===== src/pgms_params.svh =====
// Constants for the output pin select and status register bank
`ifndef PGMS_PARAMS_SVH
`define PGMS_PARAMS_SVH

// Register indices as seen in the serial frame
`define PGMS_ADDR_PIN_CFG   7'h0F
`define PGMS_ADDR_TUNE      7'h10
`define PGMS_ADDR_APPROX    7'h11
`define PGMS_ADDR_LOCK      7'h12
`define PGMS_ADDR_SELFTEST  7'h13

// Reset values
`define PGMS_RST_PIN_CFG    10'h001
`define PGMS_RST_TUNE       8'h20
`define PGMS_RST_APPROX     20'h7FFFF
`define PGMS_RST_SELFTEST   17'h01259

// Field positions of the pin config register
`define PGMS_SEL_MSB        4
`define PGMS_TEST_BIT       5
`define PGMS_NOMUX_BIT      6
`define PGMS_ALWAYS_ON_BIT  7
`define PGMS_NO_HIGH_BIT    8
`define PGMS_NO_LOW_BIT     9

// Field positions of the status registers
`define PGMS_BUSY_BIT       8
`define PGMS_SIGN_BIT       19
`define PGMS_LOCK_BIT       1

// Serial frame: 1 direction bit, 7 address bits, 24 data bits
`define PGMS_ADDR_W         7
`define PGMS_DATA_W         24
`define PGMS_HDR_BITS       6'd8
`define PGMS_FRAME_BITS     6'd32

`endif


===== src/pgms_pkg.sv =====
// Types shared by the output pin select and status register bank
`default_nettype none
package pgms_pkg;
   // Phase of the serial frame
   typedef enum logic [1:0] {
      PGMS_IDLE,
      PGMS_HEADER,
      PGMS_DATA,
      PGMS_DONE
   } pgms_phase_t;
endpackage
`default_nettype wire


===== src/pgms_sync.sv =====
// Two flip-flop synchroniser for a group of pin inputs
`default_nettype none
module pgms_sync #(
   parameter int WIDTH = 3
) (
   // Clock and reset
   input  wire logic             clk_sys_i,
   input  wire logic             rst_i,
   // Asynchronous in, synchronous out
   input  wire logic [WIDTH-1:0] async_i,
   output logic      [WIDTH-1:0] sync_o
);
   logic [WIDTH-1:0] meta_reg;   // First stage, read only by the second

   genvar g;
   generate
      for (g = 0; g < WIDTH; g++) begin : g_bit
         // Two stages per bit; only the second stage looks at the first
         always_ff @(posedge clk_sys_i) begin
            if (rst_i) begin
               meta_reg[g] <= 1'b0;
               sync_o[g]   <= 1'b0;
            end else begin
               meta_reg[g] <= async_i[g];
               sync_o[g]   <= meta_reg[g];
            end
         end
      end
   endgenerate
endmodule
`default_nettype wire


===== src/pgms_route.sv =====
// Selector that routes one internal signal toward the shared pin
`default_nettype none
module pgms_route (
   // Select and test data
   input  wire logic [4:0]  sel_i,
   input  wire logic        test_bit_i,
   // Internal sources, index equals select code
   input  wire logic [31:0] src_i,
   // Routed level and pull requests
   output logic             route_o,
   output logic             pull_up_o,
   output logic             pull_down_o
);
   // Codes that route a logic level rather than a pull or nothing
   function automatic logic is_level(input logic [4:0] code);
      is_level = !(code inside {5'h05, 5'h06, 5'h07, 5'h1A, 5'h1B, 5'h1C, 5'h1D});
   endfunction

   // Code 0 takes the test bit; unused and pull codes give low
   always_comb begin
      if (sel_i == 5'h00) begin
         route_o = test_bit_i;
      end else if (is_level(sel_i)) begin
         route_o = src_i[sel_i];
      end else begin
         route_o = 1'b0;
      end
   end

   // Pull resistors from the slip_prevention node
   always_comb begin
      pull_up_o   = (sel_i == 5'h05);
      pull_down_o = (sel_i == 5'h06);
   end
endmodule
`default_nettype wire


===== src/pgms_regs.sv =====
// Pin select and status register bank behind the serial port
`include "pgms_params.svh"
`default_nettype none
module pgms_regs (
   // Clock and reset
   input  wire logic        clk_sys_i,
   input  wire logic        rst_i,
   // Serial port pins, asynchronous to clk_sys_i
   input  wire logic        spi_sclk_i,
   input  wire logic        spi_sen_i,
   input  wire logic        spi_sdi_i,
   // Lock or serial out pin, driven as data and enable
   output logic             pin_o,
   output logic             pin_oe_o,
   output logic             high_side_drive_en_o,
   output logic             low_side_drive_en_o,
   // Pull resistors on the slip_prevention node
   output logic             slip_pull_up_o,
   output logic             slip_pull_down_o,
   // Pin enable from register 0x08 bit 5, same clock
   input  wire logic        pin_enable_i,
   // Internal signals to route, index is select code
   input  wire logic [31:0] route_src_i,
   // Calibration results, same clock
   input  wire logic        cal_busy_i,
   input  wire logic        cal_done_i,
   input  wire logic [7:0]  cal_switch_i,
   // Approximation error, same clock
   input  wire logic        approx_valid_i,
   input  wire logic [18:0] approx_mag_i,
   input  wire logic        approx_sign_i,
   // Lock detect, same clock
   input  wire logic        lock_i,
   // Config fields for the rest of the device
   output logic [4:0]       output_signal_select_o,
   output logic             general_output_o
);
   import pgms_pkg::*;
   // The serial pins share no clock with clk_sys_i; every pin change is
   // seen three cycles late, so each serial clock phase must last at
   // least four system clocks for an edge to be caught

   // Synchronised pins
   logic        sclk_s;                   // Serial clock after two flops
   logic        sen_s;                    // Enable after two flops
   logic        sdi_s;                    // Data after two flops
   logic        sclk_d_reg;               // Previous serial clock level
   logic        rise;                     // Serial clock rising edge
   logic        fall;                     // Serial clock falling edge

   // Frame state
   pgms_phase_t phase_reg;                // Frame phase
   logic [5:0]  cnt_reg;                  // Bits received in frame
   logic [31:0] shin_reg;                 // Input shift register
   logic [23:0] shout_reg;                // Output shift register
   logic        rd_reg;                   // Frame is a read
   logic        read_active;              // Read data phase running

   // Registers
   // Only bits 9:0 of the pin config exist; the rest read zero
   logic [9:0]  pin_cfg_reg;              // Pin config fields
   logic [7:0]  tune_reg;                 // Calibrated switch setting
   logic [19:0] approx_reg;               // Sign and magnitude
   logic [23:0] rdata;                    // Read data of addressed reg

   // Routed signal
   logic        routed;                   // Selector output
   logic        pull_up;                  // Pull-up request
   logic        pull_down;                // Pull-down request
   logic        general_level;            // Level meant for the pin

   // Pins pass two flops before any use
   // Clock, enable and data take the same two stages, so their
   // timing relative to each other is kept
   pgms_sync #(
      .WIDTH (3)
   ) u_sync (
      .clk_sys_i (clk_sys_i),
      .rst_i     (rst_i),
      .async_i   ({spi_sclk_i, spi_sen_i, spi_sdi_i}),
      .sync_o    ({sclk_s, sen_s, sdi_s})
   );

   // Edge detect on the synchronised clock only
   // Reset level matches the idle low clock, so no false edge follows reset
   always_ff @(posedge clk_sys_i) begin
      if (rst_i) begin
         sclk_d_reg <= 1'b0;
      end else begin
         sclk_d_reg <= sclk_s;
      end
   end

   // Falling edge moves read data; rising edge samples input data
   assign rise = sclk_s & ~sclk_d_reg;
   assign fall = ~sclk_s & sclk_d_reg;

   // Frame phase tracking; a frame ends when enable drops
   always_ff @(posedge clk_sys_i) begin
      if (rst_i) begin
         phase_reg <= PGMS_IDLE;
      end else if (!sen_s) begin
         // Enable low aborts any frame; a cut write never commits
         phase_reg <= PGMS_IDLE;
      end else begin
         unique case (phase_reg)
            PGMS_IDLE: begin
               // Leave idle one cycle after enable is seen high
               phase_reg <= PGMS_HEADER;
            end
            PGMS_HEADER: begin
               // Header done after direction and address
               if (rise && cnt_reg == `PGMS_HDR_BITS - 6'd1) begin
                  phase_reg <= PGMS_DATA;
               end
            end
            PGMS_DATA: begin
               if (rise && cnt_reg == `PGMS_FRAME_BITS - 6'd1) begin
                  phase_reg <= PGMS_DONE;
               end
            end
            PGMS_DONE: begin
               // Extra clocks are ignored until enable drops
               phase_reg <= PGMS_DONE;
            end
         endcase
      end
   end

   // Bit counter and input shifter
   // Counting stops in the done phase; a 33rd clock changes nothing
   always_ff @(posedge clk_sys_i) begin
      if (rst_i) begin
         cnt_reg  <= 6'd0;
         shin_reg <= 32'h0000_0000;
      end else if (phase_reg == PGMS_IDLE) begin
         cnt_reg  <= 6'd0;
      end else if (rise && phase_reg != PGMS_DONE) begin
         cnt_reg  <= cnt_reg + 6'd1;
         shin_reg <= {shin_reg[30:0], sdi_s};
      end
   end

   // Direction latched from the first bit
   // Frame bit 0: 1 reads, 0 writes
   always_ff @(posedge clk_sys_i) begin
      if (rst_i) begin
         rd_reg <= 1'b0;
      end else if (phase_reg == PGMS_IDLE) begin
         rd_reg <= 1'b0;
      end else if (rise && cnt_reg == 6'd0) begin
         rd_reg <= sdi_s;
      end
   end

   // Read data for the address just received
   // Status values are taken live at the last address bit, so a read
   // returns the state at that instant, not at the end of the frame
   always_comb begin
      unique case ({shin_reg[5:0], sdi_s})
         `PGMS_ADDR_PIN_CFG: begin
            rdata = {14'h0000, pin_cfg_reg};
         end
         `PGMS_ADDR_TUNE: begin
            rdata = {15'h0000, cal_busy_i, tune_reg};
         end
         `PGMS_ADDR_APPROX: begin
            rdata = {4'h0, approx_reg};
         end
         `PGMS_ADDR_LOCK: begin
            rdata = {22'h000000, lock_i, general_level};
         end
         `PGMS_ADDR_SELFTEST: begin
            rdata = {7'h00, `PGMS_RST_SELFTEST};
         end
         default: begin
            rdata = 24'h000000;   // Unmapped reads as zero
         end
      endcase
   end

   // Output shifter: load at last address bit, shift on falling edges
   // The first falling edge after the load keeps bit 23 on the pin
   // until the host has sampled it on the ninth rising edge
   always_ff @(posedge clk_sys_i) begin
      if (rst_i) begin
         shout_reg <= 24'h000000;
      end else if (phase_reg == PGMS_IDLE) begin
         shout_reg <= 24'h000000;
      end else if (rise && cnt_reg == `PGMS_HDR_BITS - 6'd1) begin
         shout_reg <= rdata;
      end else if (fall && phase_reg == PGMS_DATA && cnt_reg > `PGMS_HDR_BITS) begin
         shout_reg <= {shout_reg[22:0], 1'b0};
      end
   end

   // Read state lasts until enable is seen low, so a slow host
   // still finds the final bit driven
   assign read_active = rd_reg && (phase_reg == PGMS_DATA || phase_reg == PGMS_DONE);

   // Writable pin config; writes to status addresses fall through
   // At the last rising edge the direction bit sits in bit 30 and the
   // address in bits 29:23; the final data bit is still on the pin
   always_ff @(posedge clk_sys_i) begin
      if (rst_i) begin
         pin_cfg_reg <= `PGMS_RST_PIN_CFG;
      end else if (rise && phase_reg == PGMS_DATA && !rd_reg
                   && cnt_reg == `PGMS_FRAME_BITS - 6'd1
                   && shin_reg[29:23] == `PGMS_ADDR_PIN_CFG) begin
         pin_cfg_reg <= {shin_reg[8:0], sdi_s};
      end
   end

   // Tune register follows only calibration results
   // A manual switch change never reaches this register, so software
   // must not read it back as the live switch position
   always_ff @(posedge clk_sys_i) begin
      if (rst_i) begin
         tune_reg <= `PGMS_RST_TUNE;
      end else if (cal_done_i) begin
         tune_reg <= cal_switch_i;
      end
   end

   // Approximation error captured when the search reports it
   // Sign sits just above the magnitude in the read word
   always_ff @(posedge clk_sys_i) begin
      if (rst_i) begin
         approx_reg <= `PGMS_RST_APPROX;
      end else if (approx_valid_i) begin
         approx_reg <= {approx_sign_i, approx_mag_i};
      end
   end

   // Selector for the shared pin
   // Codes with nothing behind them route a constant low
   pgms_route u_route (
      .sel_i       (pin_cfg_reg[`PGMS_SEL_MSB:0]),
      .test_bit_i  (pin_cfg_reg[`PGMS_TEST_BIT]),
      .src_i       (route_src_i),
      .route_o     (routed),
      .pull_up_o   (pull_up),
      .pull_down_o (pull_down)
   );

   // Routed level reaches the pin only when enabled elsewhere
   // Also the general output bit of the lock status register
   assign general_level = pin_enable_i & routed;

   // Pin data: serial data during reads unless automux is off
   // One cycle of latency keeps the pin free of decode glitches;
   // serial data wins only while reading with automux allowed
   always_ff @(posedge clk_sys_i) begin
      if (rst_i) begin
         pin_o <= 1'b0;
      end else if (!pin_cfg_reg[`PGMS_NOMUX_BIT] && read_active) begin
         pin_o <= shout_reg[23];
      end else begin
         pin_o <= general_level;
      end
   end

   // Driver enable: always on, or only during a read cycle
   // Driver off outside reads lets other parts share the line;
   // always on suits hosts that expect the line driven between frames
   always_ff @(posedge clk_sys_i) begin
      if (rst_i) begin
         pin_oe_o <= 1'b0;
      end else begin
         pin_oe_o <= pin_cfg_reg[`PGMS_ALWAYS_ON_BIT] | read_active;
      end
   end

   // Drive legs, each disabled by its own bit
   // A leg bit of 1 turns that leg off; both legs default to on
   // so the pin can drive both levels straight after reset
   always_ff @(posedge clk_sys_i) begin
      if (rst_i) begin
         high_side_drive_en_o <= 1'b1;
         low_side_drive_en_o  <= 1'b1;
      end else begin
         high_side_drive_en_o <= ~pin_cfg_reg[`PGMS_NO_HIGH_BIT];
         low_side_drive_en_o  <= ~pin_cfg_reg[`PGMS_NO_LOW_BIT];
      end
   end

   // Pull requests and fields for the rest of the device
   // Pulls follow the select code, so at most one of them is on;
   // the select copy is registered like the pin itself
   always_ff @(posedge clk_sys_i) begin
      if (rst_i) begin
         slip_pull_up_o         <= 1'b0;
         slip_pull_down_o       <= 1'b0;
         output_signal_select_o <= 5'h01;
         general_output_o       <= 1'b0;
      end else begin
         slip_pull_up_o         <= pull_up;
         slip_pull_down_o       <= pull_down;
         output_signal_select_o <= pin_cfg_reg[`PGMS_SEL_MSB:0];
         general_output_o       <= general_level;
      end
   end
endmodule
`default_nettype wire


===== config.mk =====
export PLATFORM = sky130hd
export DESIGN_NAME = pgms_regs
export DESIGN_NICKNAME = d
export VERILOG_FILES = /design/src/pgms_pkg.sv /design/src/pgms_sync.sv /design/src/pgms_route.sv /design/src/pgms_regs.sv
export VERILOG_INCLUDE_DIRS = /design/src
export SDC_FILE = /design/constraint.sdc
export NUM_CORES = 1
export LEC_CHECK = 0
export BUFFER_PORTS_ARGS = -buffer_cell sky130_fd_sc_hd__buf_2
export CAP_MARGIN = 0
export CORE_MARGIN = 4
export CORE_UTILIZATION = 40
export CTS_BUF_LIST = sky130_fd_sc_hd__clkbuf_8 sky130_fd_sc_hd__clkbuf_16
export DETAILED_ROUTE_END_ITERATION = 10
export GPL_TIMING_DRIVEN = 0
export PLACE_DENSITY_LB_ADDON = 0.2
export SYNTH_ARGS = -nofsm -noshare
export SYNTH_HDL_FRONTEND = slang
export SYNTH_SLANG_ARGS = --single-unit

===== constraint.sdc =====
create_clock -name clk_sys_i -period 5.4 [get_ports clk_sys_i]
set_clock_uncertainty 0.1 [all_clocks]
set_input_delay 0 -clock clk_sys_i [delete_from_list [all_inputs] [get_ports clk_sys_i]]
set_output_delay 0 -clock clk_sys_i [all_outputs]
set_load 0.03 [all_outputs]

==> results.rst, run 1 <==
.. list-table::
   :header-rows: 1

   * - Metric
     - Value
   * - Total number of cells along the worst setup path
     - 7
   * - Kind of cell adding the most delay to the critical path
     - simple AND/OR/NAND/NOR gates
   * - Number of cells after detailed placement
     - 817
   * - Max reg flops
     - 30
   * - Post-layout minimum cycle time
     - 2.41 ns
   * - Share of final-layout standard cells stronger than drive strength 1
     - 19.7%
   * - Number of maximum-capacitance constraint violations
     - 0
   * - Number of setup violations in the final report
     - 0
   * - Worst EP arrival
     - 2.64 ns
   * - Pins Over Slew Limit
     - 0
   * - Count of TritonRoute iterations in the first routing pass
     - 5
   * - Count of synthesis-stage warnings from yosys
     - 0
   * - Status
     - finished clean
   * - Via count of the first global-routing pass
     - 4,463
   * - Std cell rows
     - 41
   * - Hold Violations, Final
     - 0
   * - Register area share after synthesis
     - 46.8%
   * - CTS resizes
     - 0
   * - Routed via count
     - 4,464
   * - Flip-flop and latch count after synthesis
     - 120
   * - Post-detailed-placement half-perimeter wirelength
     - 9.25 mm
   * - Clock Sink Count
     - 120
   * - Tot Pwr
     - 0.00220 W
   * - Final non-filler cell area
     - 6690 µm²
   * - Via density per instance
     - 5.07
   * - Leftover overflow at the end of global routing
     - 0
   * - Endpoint kind of the worst setup timing path
     - register
   * - Latest clock arrival within the worst-skew pair
     - 0.42 ns
   * - Violation count after the first detailed-routing iteration
     - 246
   * - Number of enable-type register cells in the synthesized netlist
     - 0
   * - Initial core utilization
     - 40.8%
   * - Number of antenna violations at the first check in global routing
     - 0
   * - Max Buffers Root-to-Sink
     - 2
   * - Post-place setup slack
     - 2.99 ns
   * - Fin crit share
     - 44.6%
   * - Clock root cell
     - sky130_fd_sc_hd__clkbuf_16
   * - Asr flop ratio synth
     - 0%
   * - Number of fill cells in the layout
     - 1,146
   * - Average cell area after synthesis
     - 9.05 µm²
   * - Critical path, cell by cell
     - buf_1, nor2_1, a22oi_1, a21oi_1, nor4_1, nand3b_1, a21oi_1
   * - Hold path cells
     - 6
   * - Highest cell delay on the worst timing path
     - 0.57 ns
   * - Routed length per instance
     - 14.8 µm
   * - WP buf/inv
     - 1
   * - Worst hold start
     - pin_enable_i
   * - CTS H-tree depth
     - 4
   * - Instance area after placement
     - 5740 µm²
   * - Post-Synthesis Cell Area
     - 5130 µm²
   * - Detailed-route wire length
     - 13.0 mm
   * - Antenna viol nets, final
     - 0
   * - Largest fanout on the critical path
     - 10
   * - Area of the die
     - 14,700 µm²
   * - Area leader, netlist
     - sky130_fd_sc_hd__dfxtp_1
   * - Worst R2R Start
     - pin_cfg_reg[3]
   * - TritonCTS clock tree
     - done
   * - Reg clk slew, reported paths
     - 0.05 ns
   * - Drt drc
     - 0
   * - CP most frequent cell
     - sky130_fd_sc_hd__a21oi_1
   * - Post-route setup TNS
     - 0 ns
   * - Die outline width
     - 121 µm
   * - Hold/Removal Path Class
     - primary input to register
   * - Signed area change from the synthesized netlist to the final layout
     - 30.3%
   * - Worst-path cell with the longest stage delay
     - sky130_fd_sc_hd__nor4_1
   * - Height of the die
     - 121 µm
   * - Slew at the pin closest to its max-slew limit
     - 0.716 ns
   * - Most used DFF post-synth
     - sky130_fd_sc_hd__dfxtp_1
   * - Cell types occupying the most area after synthesis
     - sky130_fd_sc_hd__dfxtp_1 (47%), sky130_fd_sc_hd__mux2i_1 (7.0%), sky130_fd_sc_hd__nand2_1 (6.1%)
   * - Top-level port count
     - 82
   * - Core Box Area
     - 12,600 µm²
   * - Cells after Synth
     - 567
   * - Wire length of the first global-routing pass
     - 21.2 mm
   * - Final worst setup slack
     - 2.99 ns
   * - Startpoint of the most critical setup path
     - pin_cfg_reg[3]
   * - Maximum frequency from static timing analysis
     - 0.415 GHz
   * - Number of buffers inserted during clock tree synthesis
     - 17
   * - Power Density
     - 328 nW/µm²
   * - Unrepaired setup endpoints after global routing
     - no
   * - Worst IR Drop VDD
     - 239 µV
   * - Share of the synthesized area in the top cell type
     - 46.8%
   * - Syn_nets
     - 639
   * - Worst setup SP type
     - register
   * - Required time at the worst-slack endpoint
     - 5.63 ns
   * - Max-Slew Margin vs Limit
     - 51.6%
   * - Setup CP Type
     - register to register
   * - Final-stage net count
     - 768
   * - Total routing resource utilization after global routing
     - 18.6%
   * - R2r worst-path depth
     - 7
   * - Port buffer count
     - 78
   * - Distinct cell type count after synthesis
     - 52
   * - Inserted Diodes
     - 0
   * - Total leakage power
     - 2.66 nW
   * - Pin count of the biggest net entering global routing
     - 17
   * - RD Place Congestion
     - 0.785
   * - Final non-filler cell total
     - 881
## cells in the mapped netlist, drive strengths merged (2+ instances only)
cell and number:
nand2b 9, nand2 84, a22oi 15, nor2 45, a31o 2, nand3b 2
mux2i 36, nand3 4, xor2 4, and4b 2, ha 2, o211a 7
or4 2, nor2b 37, inv 2, a22o 4, nor4 3, o22ai 3
o21ai 27, a21oi 48, dfxtp 120, nand4b 2, nand4 2, clkbuf 33
and2 4, or2 2, nor4b 3, buf 11, nor3 4, and3 3
a211o 21, a31oi 2, mux2 10
## layer usage
metal | vias up | part of all wire [%] | GRT usage, %
li1 | 2250 | - | -
met1 | 2097 | 46 | 22.7
met2 | 100 | 48 | 31.2
met4 | 0 | 1.7 | 6.93
met3 | 17 | 4.6 | 5.27
met5 | - | 0 | 0
## metrics by stage
stage	hold slack [ns]	utilization (%)
2_1_floorplan	0.0179	-
3_3_place_gp	0.105	45.7
3_5_place_dp	0.111	45.7
4_1_cts	0.00433	53.2
5_1_grt	0.0430	53.2
6_report	0.0244	53.2
## layout by cell type, fill, tap and decap left out, types with 17 or more instances in the layout
master                          instances
sky130_fd_sc_hd__nor2b_1               37
sky130_fd_sc_hd__dlygate4sd3_1         32
sky130_fd_sc_hd__o21ai_0               27
sky130_fd_sc_hd__buf_2                 83
sky130_fd_sc_hd__clkbuf_16             17
sky130_fd_sc_hd__nand2_1               83
sky130_fd_sc_hd__dfxtp_1              120
sky130_fd_sc_hd__a211o_1               21
sky130_fd_sc_hd__clkbuf_1              33
sky130_fd_sc_hd__a21oi_1               48
sky130_fd_sc_hd__nor2_1                45
sky130_fd_sc_hd__mux2i_1               36
## power breakdown
part / switching [W] / internal, W
Sequential: 0.0000100 / 0.000904
Combinational: 0.0000471 / 0.0000578
Clock: 0.000385 / 0.000792
Total: 0.000442 / 0.00175
## final timing paths
kind                 endpoint  slack, ns
max                     pin_o       2.99
min reg2reg  u_sync.sync_o[2]       0.33
max reg2reg             pin_o       2.99
min          general_output_o       0.02
## cells by family after synthesis
logic type / count (synthesis) / share of synthesized area, %
compound gates: 135 / 17.6
xor+xnor: 5 / 0.853
fa+ha+maj: 2 / 0.487
buf+inv: 46 / 3.78
flops: 120 / 46.8
mux: 47 / 10.0
simple gates: 212 / 20.5
## area by class of cell
cell class	instances	area [µm²]	share of cell area, %
Inverter	2	7.51	0.112
Clock buffer	23	508	7.60
Tap cell	172	215	3.22
Clock inverter	9	119	1.78
Buffer	44	186	2.79
Multi-Input combinational cell	401	2540	37.9
Timing Repair Buffer	110	711	10.6
Sequential cell	120	2400	35.9
## timing repair
action,in CTS,in global routing
setup buffers,0,0
endpoints found under the hold margin,31,0
hold buffers,32,0
## worst min-delay path, stage by stage
cell,delay (ns)
sky130_fd_sc_hd__buf_2,0.10
sky130_fd_sc_hd__o31ai_1,0.05
sky130_fd_sc_hd__a221o_1,0.11
sky130_fd_sc_hd__nor4_1,0.08
sky130_fd_sc_hd__nand2_1,0.09
sky130_fd_sc_hd__nor2_1,0.06
No activity file was read; power rests on OpenSTA's default activity.
==> inputs of run 2 (changes only) <==
==> constraint.sdc (replaced) <==
create_clock -name clk_sys_i -period 2.05 [get_ports clk_sys_i]
set_clock_uncertainty 0.1 [all_clocks]
set_input_delay 0 -clock clk_sys_i [delete_from_list [all_inputs] [get_ports clk_sys_i]]
set_output_delay 0 -clock clk_sys_i [all_outputs]
set_load 0.03 [all_outputs]
==> results.rst, run 2 (synthesis gave the netlist of run 1 again) <==
.. list-table::
   :header-rows: 1

   * - Metric
     - Value
   * - Worst EP arrival
     - 2.28 ns
   * - Via density per instance
     - 5.02
   * - R2r worst-path depth
     - 9
   * - Leading cell type in the layout, fill and taps excluded
     - sky130_fd_sc_hd__dfxtp_1
   * - Largest fanout on the critical path
     - 5
   * - Number of maximum-capacitance constraint violations
     - 0
   * - Count of TritonRoute iterations in the first routing pass
     - 4
   * - Fin crit share
     - 103%
   * - Worst setup SP type
     - register
   * - Number of setup violations in the final report
     - 5
   * - Kind of cell adding the most delay to the critical path
     - simple AND/OR/NAND/NOR gates
   * - Pins Over Slew Limit
     - 0
   * - Max reg flops
     - 30
   * - Status
     - finished, violations left
   * - Post-detailed-placement half-perimeter wirelength
     - 9.37 mm
   * - Port buffer count
     - 78
   * - Leftover overflow at the end of global routing
     - 0
   * - Worst IR Drop VDD
     - 446 µV
   * - Tot Pwr
     - 0.00564 W
   * - Routed via count
     - 4,466
   * - Antenna viol nets, final
     - 0
   * - Critical path, cell by cell
     - inv_2, ha_4, nand2b_4, a211oi_4, or4b_4, buf_8, mux2_4, a22oi_2, nor2_1
   * - Area of the die
     - 14,700 µm²
   * - Required time at the worst-slack endpoint
     - 2.23 ns
   * - Hold/Removal Path Class
     - primary input to register
   * - Endpoint of the lowest-slack register-to-register path
     - shout_reg[18]
   * - Routed length per instance
     - 15.0 µm
   * - Endpoint kind of the worst setup timing path
     - register
   * - RD Place Congestion
     - 0.843
   * - Max-Slew Margin vs Limit
     - 57.5%
   * - Initial core utilization
     - 40.8%
   * - Final-stage net count
     - 776
   * - Clock Sink Count
     - 120
   * - Drt drc
     - 0
   * - Worst R2R Start
     - cnt_reg[1]
   * - Post-layout minimum cycle time
     - 2.10 ns
   * - Std cell rows
     - 41
   * - Top-level port count
     - 82
   * - Clock root cell
     - sky130_fd_sc_hd__clkbuf_16
   * - Maximum frequency from static timing analysis
     - 0.476 GHz
   * - Number of antenna violations at the first check in global routing
     - 0
   * - Die outline width
     - 121 µm
   * - Share of final-layout standard cells stronger than drive strength 1
     - 25.8%
   * - Hold path cells
     - 2
   * - Via count of the first global-routing pass
     - 4,493
   * - Power Density
     - 812 nW/µm²
   * - Total routing resource utilization after global routing
     - 18.8%
   * - Pin count of the biggest net entering global routing
     - 17
   * - Inserted Diodes
     - 0
   * - Violation count after the first detailed-routing iteration
     - 212
   * - Highest cell delay on the worst timing path
     - 0.54 ns
   * - Hold worst-path end
     - output_signal_select_o[2]
   * - Latest clock arrival within the worst-skew pair
     - 0.41 ns
   * - TritonCTS clock tree
     - done
   * - Max Buffers Root-to-Sink
     - 2
   * - Violations in the final reports
     - negative setup slack
   * - CTS H-tree depth
     - 4
   * - Register-to-register setup slack
     - -0.05 ns
   * - Height of the die
     - 121 µm
   * - Worst hold start
     - rst_i
   * - Hold Violations, Final
     - 0
   * - Core Box Area
     - 12,600 µm²
   * - Final worst setup slack
     - -0.0517 ns
   * - Reg clk slew, reported paths
     - 0.06 ns
   * - Worst-case hold slack
     - 0.0302 ns
   * - Total leakage power
     - 2.75 nW
   * - Number of buffers inserted during clock tree synthesis
     - 17
   * - Unrepaired setup endpoints after global routing
     - yes
   * - Setup CP Type
     - register to register
   * - Detailed-route wire length
     - 13.4 mm
   * - Wire length of the first global-routing pass
     - 21.8 mm
   * - Slew at the pin closest to its max-slew limit
     - 0.637 ns
   * - Signed area change from the synthesized netlist to the final layout
     - 35.3%
   * - WP buf/inv
     - 2
   * - Worst-path cell with the longest stage delay
     - sky130_fd_sc_hd__or4b_4
   * - Top library cells by usage in the layout, fill and taps aside
     - sky130_fd_sc_hd__dfxtp_1 (115), sky130_fd_sc_hd__buf_2 (82), sky130_fd_sc_hd__nand2_1 (82), sky130_fd_sc_hd__a21oi_1 (47), sky130_fd_sc_hd__nor2_1 (44)
## run 2: changes by cell type in the layout (fill, tap and decap cells not counted), moves of 5 or more
cell,delta
sky130_fd_sc_hd__clkbuf_1,-10
sky130_fd_sc_hd__dfxtp_1,-5
sky130_fd_sc_hd__clkinvlp_4,+6
sky130_fd_sc_hd__o21ai_0,-9
sky130_fd_sc_hd__buf_4,+10
sky130_fd_sc_hd__o21ai_1,+9
## run 2: per-layer routing
metal / global-route usage (%) / share of wire, %
met1: 23.5 / 46
met2: 31.6 / 48
met3: 3.96 / 3.6
met4: 7.42 / 1.8
met5: 0 / 0
## run 2: worst max-delay path by stage
stage,from,end,slack (ns),cells after the start
4_1_cts,cnt_reg[0],shout_reg[17],-0.11,9
6_report,cnt_reg[1],shout_reg[18],-0.05,9
3_5_place_dp,pin_cfg_reg[3],pin_o,-0.32,7
5_1_grt,cnt_reg[5],shout_reg[12],-0.13,6
2_1_floorplan,cnt_reg[0],shout_reg[15],-0.05,10
3_3_place_gp,pin_cfg_reg[3],pin_o,-0.36,7
## run 2: area by class of cell
cell class	count	area, µm²
Sequential cell	120	2410
Multi-Input combinational cell	401	2670
Clock inverter	13	145
Tap cell	172	215
Clock buffer	19	453
Timing Repair Buffer	122	830
Buffer	40	206
Fill cell	1148	5630
Inverter	2	7.51
## run 2: what timing repair did
action	CTS	global route
pin swaps	5	9
setup buffers	7	4
cloned	1	0
endpoints found under the setup margin	33	34
resized for setup	29	29
hold buffers	32	0
hold endpoints to repair	31	0
## run 2: through the flow
stage	setup slack (ns)	instance area (µm²)	instances	util [%]	TNS (ns)
floorplan	-0.0477	5150	567	-	-0.238
global placement	-0.356	5750	817	45.8	-4.91
detailed placement	-0.315	5750	817	45.8	-5.28
CTS	-0.107	6810	885	54.2	-0.926
global route	-0.128	6940	889	55.2	-1.42
finish	-0.0517	6940	889	55.2	-0.174
## run 2: where the power goes
part / switching, W / total (W) / internal, W
Clock: 0.00109 / 0.00295 / 0.00186
Combinational: 0.000125 / 0.000280 / 0.000155
Sequential: 0.0000293 / 0.00241 / 0.00238
